### config.mk
export PLATFORM = sky130hd
export DESIGN_NAME = mcx_exec
export DESIGN_NICKNAME = d
export VERILOG_FILES = /design/src/hw/mcx_pkg.sv /design/src/hw/mcx_wait_table.sv /design/src/hw/mcx_exec.sv
export SDC_FILE = /design/constraint.sdc
export NUM_CORES = 1
export LEC_CHECK = 0
export BUFFER_PORTS_ARGS = -buffer_cell sky130_fd_sc_hd__buf_2
export CAP_MARGIN = 0
export CORE_UTILIZATION = 60
export DETAILED_ROUTE_END_ITERATION = 12
export PLACE_DENSITY = 0.89
export RECOVER_POWER = 50
export SLEW_MARGIN = 20
export SYNTH_ARGS = -nofsm -noshare
export SYNTH_HDL_FRONTEND = slang
export SYNTH_SLANG_ARGS = --single-unit
### constraint.sdc
create_clock -name core_clk -period 4.35 [get_ports core_clk]
set_clock_uncertainty 0.2 [all_clocks]
set_input_delay 0.87 -clock core_clk [delete_from_list [all_inputs] [get_ports core_clk]]
set_output_delay 0.87 -clock core_clk [all_outputs]
set_load 0.01 [all_outputs]
### src/hw/mcx_pkg.sv
// Package of constants and types for the misc instruction executor
package mcx_pkg;
  localparam int unsigned MCX_DW = 16;
  localparam int unsigned MCX_PCW = 10;
  localparam int unsigned MCX_ROWS = 5;
  localparam int unsigned MCX_NREG = 8;
  // Opcode patterns, compared on the bits each mask keeps (the whole word for MCX_OP_WRSPI)
  localparam logic [15:0] MCX_OP_TOINT = 16'h3720;
  localparam logic [15:0] MCX_MSK_TOINT = 16'hfff0;
  localparam logic [15:0] MCX_OP_WAIT = 16'h3500;
  localparam logic [15:0] MCX_MSK_WAIT = 16'hffe0;
  localparam logic [15:0] MCX_OP_WRSPI = 16'h3543;
  localparam logic [15:0] MCX_MSK_WRSPI = 16'hffff;
  localparam logic [15:0] MCX_OP_XOR = 16'h2ed0;
  localparam logic [15:0] MCX_MSK_XOR = 16'hfff8;
  localparam logic [15:0] MCX_OP_CWER = 16'h3600;
  localparam logic [15:0] MCX_OP_CWEF = 16'h3680;
  localparam logic [15:0] MCX_MSK_CWE = 16'hff80;
  // Field positions
  localparam int unsigned MCX_RST_BIT = 3;
  localparam int unsigned MCX_CWE_ROW_LSB = 4;
  // Reset values
  localparam logic MCX_CS_RST = 1'b0;
  localparam logic [15:0] MCX_REG_RST = 16'h0000;
  localparam logic [9:0] MCX_PC_RST = 10'h000;
  // Backdoor write takes two core cycles
  localparam int unsigned MCX_WR_NS = 200;
  localparam int unsigned MCX_CLK_NS = 100;
  localparam logic [1:0] MCX_WR_CYC = 2'(MCX_WR_NS / MCX_CLK_NS);
  localparam logic [15:0] MCX_ALL_ONES = 16'hffff;

  typedef struct packed {
    logic [MCX_DW-1:0] addr;
    logic [MCX_DW-1:0] data;
  } mcx_spi_wr_s;

  typedef struct packed {
    logic cs;
    logic mask_zero_flag;
    logic mask_ones_flag;
  } mcx_cond_s;

  typedef enum logic [1:0] {MCX_IDLE, MCX_WAITING, MCX_WRITING} mcx_state_e;
endpackage : mcx_pkg

### src/hw/mcx_wait_table.sv
// Wait table: five rows of condition select, edge type and destination
`timescale 1ns/1ps
module mcx_wait_table
  import mcx_pkg::*;
(
  input wire logic core_clk,
  input wire logic rst_n,
  input wire logic load_en,
  input wire logic [2:0] load_row,
  input wire logic load_falling,
  input wire logic [3:0] load_cond_sel,
  input wire logic [MCX_PCW-1:0] load_dest,
  input wire logic [15:0] cond_in,
  input wire logic [MCX_ROWS-1:0] row_enable,
  output logic hit,
  output logic [MCX_PCW-1:0] hit_dest
);
  logic [15:0] cond_prev_r;
  logic [MCX_ROWS-1:0] row_fire;
  logic [MCX_PCW-1:0] dest_r [MCX_ROWS];

  always_ff @(posedge core_clk) begin
    if (!rst_n) cond_prev_r <= 16'h0000;
    else cond_prev_r <= cond_in;
  end

  genvar g;
  generate
    for (g = 0; g < MCX_ROWS; g++) begin : g_row
      logic [3:0] sel_r;
      logic fall_r;
      logic valid_r;
      wire logic now_w = cond_in[sel_r];
      wire logic was_w = cond_prev_r[sel_r];
      always_ff @(posedge core_clk) begin
        if (!rst_n) begin
          sel_r <= 4'h0;
          fall_r <= 1'b0;
          valid_r <= 1'b0;
          dest_r[g] <= MCX_PC_RST;
        end else if (load_en && load_row == 3'(g)) begin
          sel_r <= load_cond_sel;
          fall_r <= load_falling;
          valid_r <= 1'b1;
          dest_r[g] <= load_dest;
        end
      end
      // Bit n of the enable field gates row n
      assign row_fire[g] = row_enable[g] && valid_r && (fall_r ? (was_w && !now_w) : (!was_w && now_w));
    end
  endgenerate

  // Lowest numbered row wins when several fire together
  always_comb begin
    hit = 1'b0;
    hit_dest = MCX_PC_RST;
    for (int i = MCX_ROWS - 1; i >= 0; i--) begin
      if (row_fire[i]) begin
        hit = 1'b1;
        hit_dest = dest_r[i];
      end
    end
  end
endmodule : mcx_wait_table

### src/hw/mcx_exec.sv
// Executor for conversion, wait, backdoor write and xor-mask instructions
//
// The address-and-strobe port and the register offsets are this design's own decisions.
`timescale 1ns/1ps
module mcx_exec
  import mcx_pkg::*;
(
  input wire logic core_clk,
  input wire logic rst_n,
  input wire logic instr_valid,
  input wire logic [15:0] instr,
  input wire logic [15:0] alu_immediate_register,
  input wire logic spi_add_we,
  input wire logic spi_data_we,
  input wire logic [15:0] spi_wdata,
  input wire logic [15:0] cond_in,
  input wire logic [MCX_PCW-1:0] wait_load_dest,
  input wire logic [3:0] wait_load_cond_sel,
  input wire logic [2:0] alu_rd_sel,
  output logic [15:0] alu_rd_data,
  output logic [MCX_PCW-1:0] program_counter,
  output logic stall,
  output mcx_cond_s cond_flags,
  output mcx_spi_wr_s spi_wr,
  output logic spi_wr_strobe,
  output logic spi_wr_corrupt
);
  mcx_state_e state_r, state_nxt;
  logic [15:0] regs_r [MCX_NREG];
  logic [MCX_PCW-1:0] pc_r;
  mcx_cond_s cond_r;
  logic [15:0] spi_add_r;
  logic [15:0] spi_data_r;
  mcx_spi_wr_s spi_wr_r;
  logic spi_strobe_r;
  logic spi_corrupt_r;
  logic [1:0] wr_cnt_r;
  logic [MCX_ROWS-1:0] wait_en_r;

  wire logic exec_ok = instr_valid && state_r == MCX_IDLE;
  wire logic is_toint = exec_ok && (instr & MCX_MSK_TOINT) == MCX_OP_TOINT;
  wire logic is_wait = exec_ok && (instr & MCX_MSK_WAIT) == MCX_OP_WAIT;
  wire logic is_wrspi = exec_ok && (instr & MCX_MSK_WRSPI) == MCX_OP_WRSPI;
  wire logic is_xor = exec_ok && (instr & MCX_MSK_XOR) == MCX_OP_XOR;
  wire logic is_cwer = exec_ok && (instr & MCX_MSK_CWE) == MCX_OP_CWER;
  wire logic is_cwef = exec_ok && (instr & MCX_MSK_CWE) == MCX_OP_CWEF;
  wire logic is_cwe = is_cwer || is_cwef;

  wire logic [2:0] op_sel = instr[2:0];
  wire logic [15:0] operand = regs_r[op_sel];
  wire logic op_msb = operand[15];
  // Magnitude of a negative operand: fifteen-bit negation, sign bit cleared
  wire logic [14:0] mag_low = 15'(~operand[14:0] + 15'h0001);
  wire logic [15:0] mag_val = {1'b0, mag_low};
  wire logic [15:0] conv_val = op_msb ? mag_val : operand;
  wire logic sign_rst = instr[MCX_RST_BIT];
  wire logic cs_nxt = sign_rst ? op_msb : (cond_r.cs ^ op_msb);
  wire logic [15:0] xor_val = operand ^ alu_immediate_register;
  wire logic [MCX_ROWS-1:0] wait_field = instr[MCX_ROWS-1:0];

  logic tbl_hit;
  logic [MCX_PCW-1:0] tbl_dest;

  mcx_wait_table u_table (
    .core_clk(core_clk),
    .rst_n(rst_n),
    .load_en(is_cwe),
    .load_row(instr[MCX_CWE_ROW_LSB +: 3]),
    .load_falling(is_cwef),
    .load_cond_sel(wait_load_cond_sel),
    .load_dest(wait_load_dest),
    .cond_in(cond_in),
    .row_enable(wait_en_r),
    .hit(tbl_hit),
    .hit_dest(tbl_dest)
  );

  // A zero field never yields a hit, so the stall holds forever
  wire logic wait_done = state_r == MCX_WAITING && tbl_hit;
  wire logic wr_done = state_r == MCX_WRITING && wr_cnt_r == 2'(MCX_WR_CYC - 2'd1);

  always_comb begin
    state_nxt = state_r;
    case (state_r)
      MCX_IDLE: begin
        if (is_wait) state_nxt = MCX_WAITING;
        else if (is_wrspi) state_nxt = MCX_WRITING;
      end
      MCX_WAITING: begin
        if (tbl_hit) state_nxt = MCX_IDLE;
      end
      MCX_WRITING: begin
        if (wr_done) state_nxt = MCX_IDLE;
      end
      default: state_nxt = MCX_IDLE;
    endcase
  end

  wire logic [MCX_PCW-1:0] pc_nxt = wait_done ? tbl_dest :
                                   (exec_ok && !is_wait) ? MCX_PCW'(pc_r + 1'b1) : pc_r;

  always_ff @(posedge core_clk) begin
    if (!rst_n) begin
      state_r <= MCX_IDLE;
      pc_r <= MCX_PC_RST;
      wait_en_r <= '0;
    end else begin
      state_r <= state_nxt;
      pc_r <= pc_nxt;
      if (is_wait) wait_en_r <= wait_field;
    end
  end

  genvar g;
  generate
    for (g = 0; g < MCX_NREG; g++) begin : g_reg
      always_ff @(posedge core_clk) begin
        if (!rst_n) regs_r[g] <= MCX_REG_RST;
        else if (op_sel == 3'(g) && is_toint) regs_r[g] <= conv_val;
        else if (op_sel == 3'(g) && is_xor) regs_r[g] <= xor_val;
      end
    end
  endgenerate

  always_ff @(posedge core_clk) begin
    if (!rst_n) begin
      cond_r <= '{cs: MCX_CS_RST, mask_zero_flag: 1'b0, mask_ones_flag: 1'b0};
    end else begin
      if (is_toint) cond_r.cs <= cs_nxt;
      if (is_xor) begin
        cond_r.mask_zero_flag <= xor_val == 16'h0000;
        cond_r.mask_ones_flag <= xor_val == MCX_ALL_ONES;
      end
    end
  end

  // Address and data registers are writable by the sequencer at any time
  always_ff @(posedge core_clk) begin
    if (!rst_n) begin
      spi_add_r <= MCX_REG_RST;
      spi_data_r <= MCX_REG_RST;
    end else begin
      if (spi_add_we) spi_add_r <= spi_wdata;
      if (spi_data_we) spi_data_r <= spi_wdata;
    end
  end

  // Values are sampled at the request; a write to either register while
  // writing flags the write as dummy and inverts its data, as the hardware gives no guarantee
  always_ff @(posedge core_clk) begin
    if (!rst_n) begin
      wr_cnt_r <= 2'd0;
      spi_wr_r <= '0;
      spi_strobe_r <= 1'b0;
      spi_corrupt_r <= 1'b0;
    end else begin
      spi_strobe_r <= wr_done;
      if (is_wrspi) begin
        wr_cnt_r <= 2'd0;
        spi_wr_r <= '{addr: spi_add_r, data: spi_data_r};
        spi_corrupt_r <= 1'b0;
      end else if (state_r == MCX_WRITING) begin
        wr_cnt_r <= 2'(wr_cnt_r + 2'd1);
        if (spi_add_we || spi_data_we) begin
          spi_corrupt_r <= 1'b1;
          spi_wr_r.data <= ~spi_data_r;
        end
      end
    end
  end

  assign program_counter = pc_r;
  assign stall = state_r != MCX_IDLE;
  assign cond_flags = cond_r;
  assign spi_wr = spi_wr_r;
  assign spi_wr_strobe = spi_strobe_r;
  assign spi_wr_corrupt = spi_corrupt_r;
  assign alu_rd_data = regs_r[alu_rd_sel];
endmodule : mcx_exec

# ---- Yosys cells after proc, flatten, opt, wreduce, memory -nomap -nowiden
# Memories as Yosys holds them, arrays and structs flattened.
# Index checks and enable logic that the tools add are counted.
# W data, S select, Z words.
dict set report totals {
  regBits 134
  latch_bits 0
  mem_bits_rw 178
  mem_bits_ro 0
  in_bits 86
  out_inout_bits 64
  elab_cells 305
  mem_count 2
}
# memory depth width rd rd_ports_with_merged_regs wr line_no
set mem_list {}
lappend mem_list {regs_r 8 16 2 0 8 mcx_exec.sv:29} ;# logic [15:0] regs_r [MCX_NREG];
lappend mem_list {u_table.dest_r 5 10 5 0 5 mcx_wait_table.sv:20} ;# logic [MCX_PCW-1:0] dest_r [MCX_ROWS];
dict set report classes {
  addsub 3
  multipliers 0
  div 0
  n_lt_le_gt_ge 5
  eq_ne 24
  n_shift 0
  n_mux 140
  bitwise 26
  reduce_logical 76
}
# op n
set op_table {}
lappend op_table {{$mux W16} 19}
lappend op_table {{$mux W10} 12}
lappend op_table {{$mux W1} 93}
lappend op_table {{$logic_and A1 B1 Y1} 51}
lappend op_table {{$bmux W1 S4} 10}
lappend op_table {{$lt A4 B5 Y1 const B} 5}
lappend op_table {{$or A1 B1 Y1} 21}
lappend op_table {{$eq A9 B7 Y1 const B} 2}
lappend op_table {{$eq A16 B14 Y1 const B} 1}
lappend op_table {{$eq A16 B16 Y1 const B} 1}
lappend op_table {{$logic_not A16 Y1} 1}
lappend op_table {{$not A16 Y16} 1}
lappend op_table {{$xor A16 B16 Y16} 1}
lappend op_table {{$add A15 B1 Y15 const B} 1}
lappend op_table {{$eq A3 B3 Y1 const B} 5}
lappend op_table {{$mux W15} 1}
lappend op_table {{$not A15 Y15} 1}
lappend op_table {{$eq A13 B11 Y1 const B} 1}
lappend op_table {{$eq A12 B10 Y1 const B} 1}
lappend op_table {{$eq A3 B2 Y1 const B} 4}
lappend op_table {{$eq A11 B9 Y1 const B} 1}
lappend op_table {{$logic_not A1 Y1} 11}
lappend op_table {{$add A10 B1 Y10 const B} 1}
lappend op_table {{$mux W2} 4}
lappend op_table {{other kinds (16)} 25}

# ---- Depth between registers and ports, before layout
dict set report logic_depth {
  word_depth 13
  depth_mapped 13
  ltp_nobuf 10
}

# ---- By module
# A second synthesis with hierarchy kept.
dict set report unflattened {
  cells_unflattened 1722
  area_unflattened_um2 18211.2
}
# module n_inst cells_each area_per_inst_um2 seq_area_each_um2
set modules_own_cells {}
lappend modules_own_cells {mcx_exec 1 1295 12906.1 5605.4}
lappend modules_own_cells {mcx_wait_table 1 427 5305.1 2422.3}

# ---- Least setup slack after synthesis
# OpenSTA, ideal clock, no wires.
dict set report synth_timing {
  path_type {input to register}
  start {input instr[1]}
  end {memory regs_r[6][0] (enable)}
  setup_ns 0.411
  arrival_time_ns 3.380
  t_required_ns 3.739
  slack_ns 0.359
  path_stages 7
  path_buffers 5
  path_cell_list {buf_6 > buf_4 > buf_4 > clkbuf_1 > clkbuf_1 > nand2b_1 > o21ai_0}
}
# element line_no
set synth_lines {}
lappend synth_lines {{start: declaration} mcx_exec.sv:11} ;# input wire logic [15:0] instr,
lappend synth_lines {{end: declaration} mcx_exec.sv:29}

==> results by group <==
Power and ir drop
  • Seq pwr share: approximately 47%
  • Internal power: 5.217 mW
  • Worst vdd ir: 0.3600 mV
  • Clock power share: 40.4%
  • Power per Cell Area: about 370 nW/um^2
  • Sw Ratio: 25.18%
  • Comb pwr share: 12.4%
  • Lkg Pwr: between 6 and 7 nW
  • Switching pwr: 1.756 mW
  • Design Power: ~7 mW

Min path
  • WHS Endpoint: spi_wr[22]$_SDFFE_PN0P_
  • Hold depth: 2
  • Hold Crit Class: register to register
  • HP Start: spi_add_r[6]$_SDFFE_PN0P_

Place
  • Placed insts: 1960
  • GPL Wtd Cong: 0.9973
  • Setup WS pre-CTS: -0.02740 ns
  • Detailed Place HPWL: between 30 and 40 mm
  • I/O Buffers: roughly 150
  • Placed Area: 18060 sq um

Logic synthesis
  • Number of distinct library cells after synthesis: 65
  • Fraction of registers with async set/reset: 0%
  • Syn. warnings: 0
  • Synthesized Nets: 1551
  • Syn Area/Cell: 11.40 sq um
  • Post-synth EDFFs: 178
  • Synth Register Bits: 312
  • Post-synthesis instance total: between 1000 and 1500
  • Cell Area, Synth: 16670 sq um
  • Main flop type after synthesis: edfxtp_1
  • Seq/Total Area, Yosys: 48.15%

Routing
  • Via Count: roughly 14000
  • Routed WL per cell: 24.71 microns
  • Total wire length: 49.87 mm
  • Via/cell ratio: 6.955
  • Antenna Nets Post-Route: 0
  • DRT iter0 DRCs: around 2200
  • 1st-pass router iterations: 7
  • DR DRC count: 0

Final layout
  • Share of layout cells above drive strength 1: 21.88%
  • Final #Nets: 1710
  • Most frequent cells in the layout: edfxtp_1, nor2_1, dfxtp_1
  • Fin cells: 2018
  • Core Util, Final: a little over two thirds
  • Post-route cell area: between 15000 and 20000 sq um
  • Multi-input logic area: 8157 sq um
  • Area delta synth->final: 14.09%
  • Commonest non-fill, non-tap cell in the layout: edfxtp_1
  • # fillers: 1803
  • Storage cell area: between 8000 and 9000 sq um

Setup path
  • Most used cell, CP: nand2_1
  • R2R Setup Slk: 0.43 ns
  • RR Endpoint: program_counter[9]$_SDFFE_PN0P_
  • Startpoint Class: input port
  • Slowest stage delay, CP: between 1 and 1.5 ns
  • Critical Path RT: 4.34 ns
  • Crit Path Max Fanout: 16
  • Setup crit end kind: register
  • CP cell instances: buf_2 -> nor4bb_1 -> and4_1 -> nand4b_1 -> nand2_1 -> nand2_1 -> o21ai_0 -> clkbuf_1
  • Delay-heaviest family, CP: simple AND/OR/NAND/NOR gates
  • WP buf/inv: 2
  • Setup Crit Path Kind: input port to register
  • Reg2Reg Depth: 9
  • Arrival time at the worst endpoint: 3.97 ns
  • Worst r2r src: u_table.g_row[2].sel_r[0]$_SDFFE_PN0P_
  • Slowest stage cell, crit path: clkbuf_1

STA
  • Setup TNS Final: 0 ns
  • Unrepaired setup endpoints after global routing: no
  • Slew HR: -7.862%
  • Setup ws final: 0.3706 ns
  • Max-slew violation count: 34
  • Fmax: 0.2513 GHz
  • Final Hold Viols: 0
  • Slew at the pin with the worst max-slew slack: 1.618 ns
  • Minimum clock period: between 3 and 4 ns
  • Final hold slack: 0.2513 ns
  • Final setup viols: 0
  • Fin crit share: 91.48%

Clock network
  • Clk_lat worst skew: just under 0.6 ns
  • Total clock sinks: roughly 310
  • Num CTS Buffers: 31
  • CTS HTree Levels: 1
  • Setup bufs post-CTS: 0
  • Max Buffers Root-to-Sink: 3
  • CTS tree: yes
  • Hold_buf cts: 0
  • Clock Pin Slew Worst Setup and Hold Paths: 0.06 ns
  • Post-cts sizing count: 0
  • Root Buffer: clkbuf_16

Floorplan
  • Die Area: 28460 sq um
  • Row count: 60
  • Die X: 168.7 microns
  • I/O pin count: 150
  • Core Region: 27100 sq um
  • Die Span Y: 168.7 microns
  • Initial Utilization: a little over 60%

Global route
  • First-pass GRT wire length: about 77 mm
  • Gr ovfl total: 0
  • Vias in the first global route: between 10000 and 15000
  • GRT Overall Usage: about a third
  • Initial antenna violation count: 3
  • Largest net degree at the start of global routing: 72

Outcome
  • Status: finished with violations
  • Violated checks: capacitance limit, slew limit

Run
  • Max Cap Viol: 1
==> worst max path at each step <==
| stage | cells after the start | from | slack [ns] | end |
|---|---|---|---|---|
| final | 8 | instr[14] | 0.37 | regs_r[5][2]$_DFFE_PP_ |
| after global routing | 8 | instr[1] | 0.23 | regs_r[0][12]$_DFFE_PP_ |
| after CTS | 8 | instr[1] | 0.46 | regs_r[0][12]$_DFFE_PP_ |
| after detailed placement | 8 | instr[1] | -0.03 | regs_r[6][12]$_DFFE_PP_ |
| after global placement | 9 | instr[1] | 0.13 | regs_r[4][13]$_SDFFCE_PN0P_ |
| after floorplan | 7 | instr[1] | 0.36 | regs_r[6][0]$_DFFE_PP_ |
==> power groups by stage <==
stage / registers (mW) / logic, mW / clock network, mW
global placement: 3.34 / 0.806 / 0
finish: 3.29 / 0.864 / 2.82
CTS: 3.28 / 0.842 / 2.82
global route: 3.30 / 0.906 / 2.94
floorplan: 3.32 / 0.531 / 0
detailed placement: 3.35 / 0.833 / 0
==> cell families (layout without fill, tap and decap cells) <==
| kind of cell | after synthesis | count (layout) | synth area share, % |
|---|---|---|---|
| flip-flops | 312 | 312 | 48.15 |
| buffers and inverters | 120 | 303 | 3.017 |
| XOR/XNOR | 40 | 40 | 2.101 |
| other | 0 | 1 | 0 |
| multiplexers | 196 | 196 | 20.08 |
| AND/OR/NAND/NOR | 457 | 457 | 13.09 |
| AO/OA/AOI/OAI | 334 | 334 | 13.34 |
| adder cells (fa/ha/maj) | 3 | 3 | 0.2251 |
==> worst min-delay path, delay by kind of cell, from the launching register on <==
kind	cells	cell delay, ns
simple gates	1	0.05
compound gates	1	0.05
flops	1	0.31
==> routing by layer <==
layer  vias up  GRT usage [%]  part of all wire [%]
met5         -              0                 0.052
met4         4          11.86                   3.9
met3       195          8.417                    13
met2      1129          58.17                    48
met1      6757          44.90                    35
li1       5951              -                     -
==> layout make-up <==
class,count,area share (%)
timing repair buffer,228,6.465
sequential,312,42.20
clock buffer,44,4.650
inverter,18,0.3552
clock inverter,13,0.9932
tap,372,2.447
multi-input combinational,1030,42.88
antenna,1,0.01315
==> state kept, by name, summed over array words and instances (netlist names), 2 cells and up <==
| register | flops |
|---|---|
| spi_add_r | 16 |
| u_table.g_row.valid_r | 5 |
| spi_wr | 32 |
| u_table.g_row.sel_r | 20 |
| wait_en_r | 5 |
| u_table.g_row.fall_r | 5 |
| spi_data_r | 16 |
| u_table.dest_r | 50 |
| regs_r | 128 |
| program_counter | 10 |
| cond_flags | 3 |
| state_r | 2 |
| wr_cnt_r | 2 |
| u_table.cond_prev_r | 16 |
==> synthesized netlist by cell type (4+ instances only) <==
library cell    n  area share, %
a21o_1          4           0.18
a21oi_1        84            2.5
a221oi_1       14           0.74
a221oi_2        4           0.36
a22o_1         21            1.1
a22oi_1        23            1.0
a31oi_1         7           0.26
and2_1         59            2.2
and3_1         20           0.75
buf_1           9           0.20
buf_2           9           0.27
buf_4           5           0.23
clkbuf_1       76            1.7
dfxtp_1       134             16
edfxtp_1      178             32
inv_1          16           0.36
mux2_2         25            1.7
mux2i_1        63            3.8
mux4_1          8            1.3
mux4_2         97             13
nand2_1        98            2.2
nand2b_1        9           0.34
nand3_1        23           0.69
nand4_1         7           0.26
nand4b_1        4           0.21
nor2_1        166            3.7
nor2b_1        18           0.68
nor3_1         18           0.54
nor4_1          5           0.19
o211ai_1       22           0.99
o21a_1          4           0.18
o21ai_0        33           0.99
o22ai_1        87            3.3
or2_2           5           0.19
or3_1          14           0.53
xnor2_1        11           0.58
xor2_1         29            1.5
(Power assumes the default switching activity.)
